==> config.mk <==
export PLATFORM = sky130hd
export DESIGN_NAME = uamc_mode_control
export DESIGN_NICKNAME = d
export VERILOG_FILES = /design/src/logic/uamc_pkg.sv /design/src/logic/uamc_mode_control.sv
export SDC_FILE = /design/constraint.sdc
export NUM_CORES = 1
export LEC_CHECK = 0
export BUFFER_PORTS_ARGS = -buffer_cell sky130_fd_sc_hd__buf_4
export CORE_ASPECT_RATIO = 0.7
export CORE_MARGIN = 5
export CORE_UTILIZATION = 39
export CTS_CLUSTER_SIZE = 30
export DETAILED_ROUTE_END_ITERATION = 16
export PLACE_DENSITY_LB_ADDON = 0.1
export SLEW_MARGIN = 25
export SYNTH_ARGS = -nofsm -noshare
export SYNTH_HDL_FRONTEND = slang
export SYNTH_SLANG_ARGS = --single-unit
==> constraint.sdc <==
create_clock -name ref_clk -period 1.7 [get_ports ref_clk]
set_input_delay 0.085 -clock ref_clk [delete_from_list [all_inputs] [get_ports ref_clk]]
set_output_delay 0.085 -clock ref_clk [all_outputs]
set_load 0.01 [all_outputs]
==> src/logic/uamc_pkg.sv <==
package uamc_pkg;

	// ---------------------------------------------------------------
	// register map
	// ---------------------------------------------------------------
	localparam logic [11:0] UAMC_MODE_OFFSET   = 12'h000;
	localparam logic [31:0] UAMC_MODE_RESET    = 32'h0000_0000;
	localparam logic [31:0] UAMC_MODE_WR_MASK  = 32'h0000_BBFF;

	// ---------------------------------------------------------------
	// field positions
	// ---------------------------------------------------------------
	localparam int UAMC_BIT_ENABLE    = 15;
	localparam int UAMC_BIT_IDLE_STOP = 13;
	localparam int UAMC_BIT_INFRARED  = 12;
	localparam int UAMC_BIT_HS_MODE   = 11;
	localparam int UAMC_BIT_PIN_HI    = 9;
	localparam int UAMC_BIT_PIN_LO    = 8;
	localparam int UAMC_BIT_WAKE      = 7;
	localparam int UAMC_BIT_LOOPBACK  = 6;

	localparam logic [1:0] UAMC_PINS_TXRX      = 2'h0;
	localparam logic [1:0] UAMC_PINS_TXRX_RTS  = 2'h1;
	localparam logic [1:0] UAMC_PINS_TXRX_FLOW = 2'h2;
	localparam logic [1:0] UAMC_PINS_TXRX_BCLK = 2'h3;

	// ---------------------------------------------------------------
	// carriers
	// ---------------------------------------------------------------
	typedef struct packed {
		logic       enable;
		logic       idleStop;
		logic       infraredEnable;
		logic       handshakeOutMode;
		logic [1:0] pinUsageSelect;
		logic       wakeEnable;
		logic       loopbackSelect;
		logic [5:0] lowBits;
	} uamc_mode_t;

	typedef struct packed {
		logic serialOut;
		logic serialIn;
		logic clearToSend;
		logic requestToSend;
		logic baudClockOut;
	} uamc_pins_t;

	typedef struct packed {
		logic       psel;
		logic       penable;
		logic       pwrite;
		logic [11:0] paddr;
		logic [31:0] pwdata;
		logic [3:0]  pstrb;
	} uamc_apb_req_t;

	typedef struct packed {
		logic        pready;
		logic        pslverr;
		logic [31:0] prdata;
	} uamc_apb_rsp_t;

endpackage

==> src/logic/uamc_mode_control.sv <==
// Local design decisions: the APB interface to the registers and the register offsets.
`timescale 1ns/1ps
// Behaviour
// enabled port drives pins per selection
// disabled port yields all pins, low power
// idle-stop halts port during idle
// infrared bit routes data through codec
// handshake output mode simplex or flow
// pin usage 11 and 10 mappings
// pin usage 01 and 00 mappings
// wake bit detects start in sleep
// loopback feeds transmit back internally
// software avoids access right after disable
// unimplemented bits read zero, ignore writes
// implemented bits read write, reset zero
// write effective next edge, pins switch
module uamc_mode_control
	import uamc_pkg::*;
(
	input  wire logic          ref_clk,
	input  wire logic          rst,
	input  wire uamc_apb_req_t apbReq,
	output uamc_apb_rsp_t      apbRsp,
	input  wire logic          idleMode,
	input  wire logic          sleepMode,
	input  wire logic          serialInPin,
	input  wire logic          clearToSendPin,
	input  wire uamc_pins_t    coreOut,
	input  wire uamc_pins_t    portOut,
	input  wire uamc_pins_t    portOutEn,
	input  wire logic          transmitEnable,
	output uamc_pins_t         pinOut,
	output uamc_pins_t         pinOutEn,
	output logic               coreRxData,
	output logic               coreClearToSend,
	output logic               coreActive,
	output logic               coreClockEnable,
	output logic               infraredEnable,
	output logic               handshakeSimplex,
	output logic               loopbackActive,
	output logic               wakeRequest
);

	// ---------------------------------------------------------------
	// register state
	// ---------------------------------------------------------------
	logic [31:0] modeReg_ff;
	logic [31:0] nxt_modeReg;
	uamc_mode_t  mode;
	logic [2:0]  rxSync_ff;
	logic [2:0]  ctsSync_ff;
	logic        rxLevel_ff;
	logic        ctsLevel_ff;
	logic        wake_ff;
	logic        rdSel;
	logic        wrHit;

	function automatic logic [31:0] apply_strobes(input logic [31:0] oldVal,
		input logic [31:0] newVal, input logic [3:0] strb);
		logic [31:0] res;
		res = oldVal;
		for (int i = 0; i < 4; i++) begin
			if (strb[i]) begin
				res[i*8 +: 8] = newVal[i*8 +: 8];
			end
		end
		return res & UAMC_MODE_WR_MASK;
	endfunction

	// the field struct skips the unimplemented bits, so each field is picked by position
	assign mode = '{enable:           modeReg_ff[UAMC_BIT_ENABLE],
	                idleStop:         modeReg_ff[UAMC_BIT_IDLE_STOP],
	                infraredEnable:   modeReg_ff[UAMC_BIT_INFRARED],
	                handshakeOutMode: modeReg_ff[UAMC_BIT_HS_MODE],
	                pinUsageSelect:   modeReg_ff[UAMC_BIT_PIN_HI:UAMC_BIT_PIN_LO],
	                wakeEnable:       modeReg_ff[UAMC_BIT_WAKE],
	                loopbackSelect:   modeReg_ff[UAMC_BIT_LOOPBACK],
	                lowBits:          modeReg_ff[5:0]};
	assign rdSel = apbReq.psel && (apbReq.paddr == UAMC_MODE_OFFSET);
	assign wrHit = rdSel && apbReq.penable && apbReq.pwrite;

	// ---------------------------------------------------------------
	// apb slave
	// ---------------------------------------------------------------
	// zero wait states keeps the write effective at the access edge
	always_comb begin
		apbRsp.pready  = 1'b1;
		apbRsp.pslverr = apbReq.psel && apbReq.penable && !rdSel;
		apbRsp.prdata  = 32'h0000_0000;
		if (rdSel && !apbReq.pwrite) begin
			apbRsp.prdata = modeReg_ff & UAMC_MODE_WR_MASK;
		end
	end

	always_comb begin
		nxt_modeReg = modeReg_ff;
		if (wrHit) begin
			nxt_modeReg = apply_strobes(modeReg_ff, apbReq.pwdata, apbReq.pstrb);
		end
	end

	always_ff @(posedge ref_clk) begin
		if (rst) begin
			modeReg_ff <= UAMC_MODE_RESET;
		end else begin
			modeReg_ff <= nxt_modeReg;
		end
	end

	// ---------------------------------------------------------------
	// input synchronisers
	// ---------------------------------------------------------------
	// a change counts once stages two and three agree
	always_ff @(posedge ref_clk) begin
		if (rst) begin
			rxSync_ff   <= 3'h7;
			ctsSync_ff  <= 3'h7;
			rxLevel_ff  <= 1'b1;
			ctsLevel_ff <= 1'b1;
		end else begin
			rxSync_ff  <= {rxSync_ff[1:0], serialInPin};
			ctsSync_ff <= {ctsSync_ff[1:0], clearToSendPin};
			if (rxSync_ff[1] == rxSync_ff[2]) begin
				rxLevel_ff <= rxSync_ff[2];
			end
			if (ctsSync_ff[1] == ctsSync_ff[2]) begin
				ctsLevel_ff <= ctsSync_ff[2];
			end
		end
	end

	// ---------------------------------------------------------------
	// wake on start bit
	// ---------------------------------------------------------------
	// wake holds until sleep ends or the wake or enable bit clears, so a slow power manager sees it
	always_ff @(posedge ref_clk) begin
		if (rst) begin
			wake_ff <= 1'b0;
		end else if (!(mode.enable && mode.wakeEnable && sleepMode)) begin
			wake_ff <= 1'b0;
		end else if (!rxLevel_ff) begin
			wake_ff <= 1'b1;
		end
	end

	assign wakeRequest = wake_ff;

	// ---------------------------------------------------------------
	// mode outputs
	// ---------------------------------------------------------------
	assign coreActive       = mode.enable;
	assign coreClockEnable  = mode.enable && !(mode.idleStop && idleMode);
	assign infraredEnable   = mode.enable && mode.infraredEnable;
	assign handshakeSimplex = mode.handshakeOutMode;
	assign loopbackActive   = mode.enable && mode.loopbackSelect;

	// loopback ignores the pin so the far end cannot disturb a self test
	assign coreRxData = loopbackActive ? coreOut.serialOut : rxLevel_ff;

	// ---------------------------------------------------------------
	// pin ownership
	// ---------------------------------------------------------------
	always_comb begin
		uamc_pins_t own;
		own = '0;
		if (mode.enable) begin
			own.serialOut = 1'b1;
			own.serialIn  = 1'b1;
			case (mode.pinUsageSelect)
				UAMC_PINS_TXRX_BCLK: begin
					own.baudClockOut = 1'b1;
				end
				UAMC_PINS_TXRX_FLOW: begin
					own.clearToSend   = 1'b1;
					own.requestToSend = 1'b1;
				end
				UAMC_PINS_TXRX_RTS: begin
					own.requestToSend = 1'b1;
				end
				UAMC_PINS_TXRX: begin
					own = own;
				end
				default: begin
					own = own;
				end
			endcase
		end
		// rts and baud clock have separate pins; the core drives rts for pin usage 01 and 10, and the baud clock only for 11
		pinOut.serialOut     = own.serialOut ? coreOut.serialOut : portOut.serialOut;
		pinOutEn.serialOut   = own.serialOut ? transmitEnable : portOutEn.serialOut;
		pinOut.serialIn      = portOut.serialIn;
		pinOutEn.serialIn    = own.serialIn ? 1'b0 : portOutEn.serialIn;
		pinOut.clearToSend   = portOut.clearToSend;
		pinOutEn.clearToSend = own.clearToSend ? 1'b0 : portOutEn.clearToSend;
		pinOut.requestToSend = own.requestToSend ? coreOut.requestToSend : portOut.requestToSend;
		pinOutEn.requestToSend = own.requestToSend ? 1'b1 : portOutEn.requestToSend;
		pinOut.baudClockOut  = own.baudClockOut ? coreOut.baudClockOut : portOut.baudClockOut;
		pinOutEn.baudClockOut = own.baudClockOut ? 1'b1 : portOutEn.baudClockOut;
		// without the cts pin the core sees permission to send
		coreClearToSend = own.clearToSend ? !ctsLevel_ff : 1'b1;
	end

endmodule

==> metrics <==
run status finished clean; synthesized area 1340 µm²; dpl cells ~270; RePlAce Congestion about 0.76; initial antenna violation count 0; layout net count approximately 310; final setup vio count 0; Initial Util 0.414; Yosys reg bits 23; Post-Syn Instances approximately 160; global route overflow 0; Die Area 4720 µm²; WHS Endpoint modeReg_ff[2]; max frequency about 630 MHz; Clk Latency, worst-skew pair ~0.26 ns; Slew HR 0.664; Setup CP Type reg -> out; DR vias/cell 4.66; reg2reg path depth 3; Residual DRC 0; drt pass-1 iters 4; RSZ-0062 raised after global routing false; Levels on crit path 5; Sw Pwr around 0.00025 W; Syn. warnings 0; CP endpoint kind output port; core area 3230 µm²; cell area after layout 1960 µm²; Seq/Total Area, Yosys 0.344; hold path startpoint apbReq[6]; library cells used by synthesis 29; largest net degree at the start of global routing 24; vias in the first global route about 1300; floorplan row count 17; Worst R2R Setup Slack about 0.85 ns; top cell type's share of synthesized area 0.344; Clock Tree Buf Depth 2; Synth area leader dfxtp_1; Crit path required time approximately 1.6 ns; Reg power frac 0.512; worst vdd ir 0.000606 V; area grow syn2layout 46.6%; Crit Path Max Fanout 3; die width between 70 and 80 µm; I/O pin cnt 125; syn_area_per_cell 8.57 µm²; vias ~1300; Area contributors post-synth dfxtp_1 (34%), buf_4 (12%), and2_1 (7.5%); RR Startpoint modeReg_ff[15]; total CTS buffers 3; Pwr Density between 500 and 600 nW/µm²; hold path cells 3; kind of cell adding the most delay to the critical path flip-flops; H-tree depth 1; reg2reg end modeReg_ff[15]; Post-Layout Cell Count 280; clk root buf clkbuf_8; Die Span Y 59.0 µm; Slew @ Worst Pin 0.504 ns; n_diodes 0; crit path cell chain inv_1 -> ha_4 -> nor2b_2 -> mux2_2 -> buf_4; Logic pwr share 0.170; Lkg Pwr just under 0.9 nW; final slew viol count 0; clk sinks 23; PortBufs 79; worst stage delay on the critical path approximately 0.33 ns; layout cells sized above 1 0.459; total of max-cap violations 0; switch share 0.237; per-cell routed wire length 13.2 µm; type of the worst min-delay path in -> reg; CP startpoint kind flop; Post-DP Area between 1500 and 2000 µm²; Tcrit/Tclk final 0.936; Antenna Nets Post-Route 0; CTS tree yes; first-pass GRT wire length slightly below 6 mm; GRT Util Overall 0.156; Fin Setup TNS 0 ns; Final Hold Fails 0; clock network fraction of total power 0.318; Crit path buffers/inverters 2; Reg clk slew, reported paths 0.09 ns; crit path time final 1.59 ns; total power about 0.0011 W; initial DRC count 22; clock skew roughly 0.011 ns; Critical Path AT 1.51 ns; P_int around 0.0008 W; critical path launch point modeReg_ff[8]; final WL 3.70 mm; post-DP HPWL between 3 and 4 mm; CP max-delay cell dfxtp_2
-- metrics by stage --
stage	util	hold slack, ns	setup slack, ns
global route	0.606	0.0750	0.0266
CTS	0.602	0.0739	0.0238
global placement	0.580	0.170	0.288
floorplan	-	0.189	0.467
detailed placement	0.580	0.170	0.216
finish	0.606	0.0788	0.108
-- cells by family (layout without fill, tap and decap cells) --
group | count (synthesis) | count (layout) | synth area share
other | 2 | 19 | 0.00561
buffers and inverters | 33 | 93 | 0.172
AND/OR/NAND/NOR | 56 | 56 | 0.279
multiplexers | 5 | 5 | 0.0421
AO/OA/AOI/OAI | 35 | 35 | 0.138
adder cells (fa/ha/maj) | 2 | 2 | 0.0187
flip-flops | 23 | 23 | 0.344
-- power by group through the flow --
stage / Clock, W / Combinational (W) / Sequential (W)
after global placement: 0 / 0.000173 / 0.000559
after floorplan: 0 / 0.0000994 / 0.000558
after CTS: 0.000353 / 0.000180 / 0.000546
after global routing: 0.000375 / 0.000197 / 0.000547
final: 0.000339 / 0.000181 / 0.000546
after detailed placement: 0 / 0.000176 / 0.000559
-- registers in the layout (all words and copies together), names as in the netlist --
register	cells
rxLevel_ff	1
wakeRequest	1
ctsLevel_ff	1
ctsSync_ff	3
modeReg_ff	14
rxSync_ff	3
-- cell usage after synthesis (all sizes together) --
cell and count:
a21boi 2, a21oi 17, and2 16, and3 1, and4 1, buf 26, clkbuf 5, conb 2
dfxtp 23, ha 2, inv 2, mux2 5, nand2 3, nand2b 1, nand3 1, nand4 15
nand4b 1, nor2 4, nor2b 2, nor3 2, nor4 1, nor4b 1, o21ai 14, o21bai 2
or2 7
-- worst reg2reg max path, delay by kind of cell (launching register included) --
| kind | cells | cell delay [ns] |
|---|---|---|
| buffers and inverters | 1 | 0.16 |
| flip-flops | 1 | 0.43 |
| AO/OA/AOI/OAI | 2 | 0.19 |
-- worst max-delay path by stage --
stage	to
after floorplan	pinOut[1]
after global placement	modeReg_ff[15]
after detailed placement	modeReg_ff[4]
after CTS	pinOut[1]
after global routing	pinOut[1]
final	pinOut[1]
-- what timing repair did --
item	4_1_cts	5_1_grt
gates resized for setup	1	2
pin swaps	0	1
hold endpoints to repair	2	0
hold buffers	2	0
setup buffers	0	0
setup endpoints to repair	1	1
-- routing by layer --
metal	wire length (µm)	track usage
met1	1430	0.174
met2	1880	0.291
met3	378	0.0593
met4	17	0.0169
met5	0	0
-- area by class of cell --
class                   count  area (µm²)
fillers                   301        1270
flip-flops and latches     23         462
clock inverters             1        7.51
repair buffers             87         658
clock buffers               3        41.3
well taps                  47        58.8
inverters                   2        7.51
multi-input cells         117         726
-- cells in the final DEF (no fill, tap or decap) --
cell / Yosys / routed
buf_4: 21 / 85
dfxtp_1: 23 / 22
conb_1: 2 / 19
a21oi_1: 17 / 17
and2_1: 16 / 16
o21ai_0: 14 / 14
nand4_1: 14 / 14
or2_2: 7 / 7
mux2_2: 5 / 5
nor2_1: 4 / 4
nand2_1: 3 / 3
clkbuf_8: 0 / 3
inv_1: 2 / 2
nor3_1: 2 / 2
a21boi_0: 2 / 2
o21bai_1: 2 / 2
dlygate4sd3_1: 0 / 2
nor4_4: 1 / 1
nor4b_4: 1 / 1
nand4_2: 1 / 1
nor2b_1: 2 / 1
nor2b_2: 0 / 1
nand2b_1: 1 / 1
nand3_1: 1 / 1
and3_1: 1 / 1
and4_1: 1 / 1
nand4b_1: 1 / 1
ha_4: 0 / 1
ha_1: 2 / 1
clkinvlp_4: 0 / 1
dfxtp_2: 0 / 1
(Power assumes the default switching activity.)
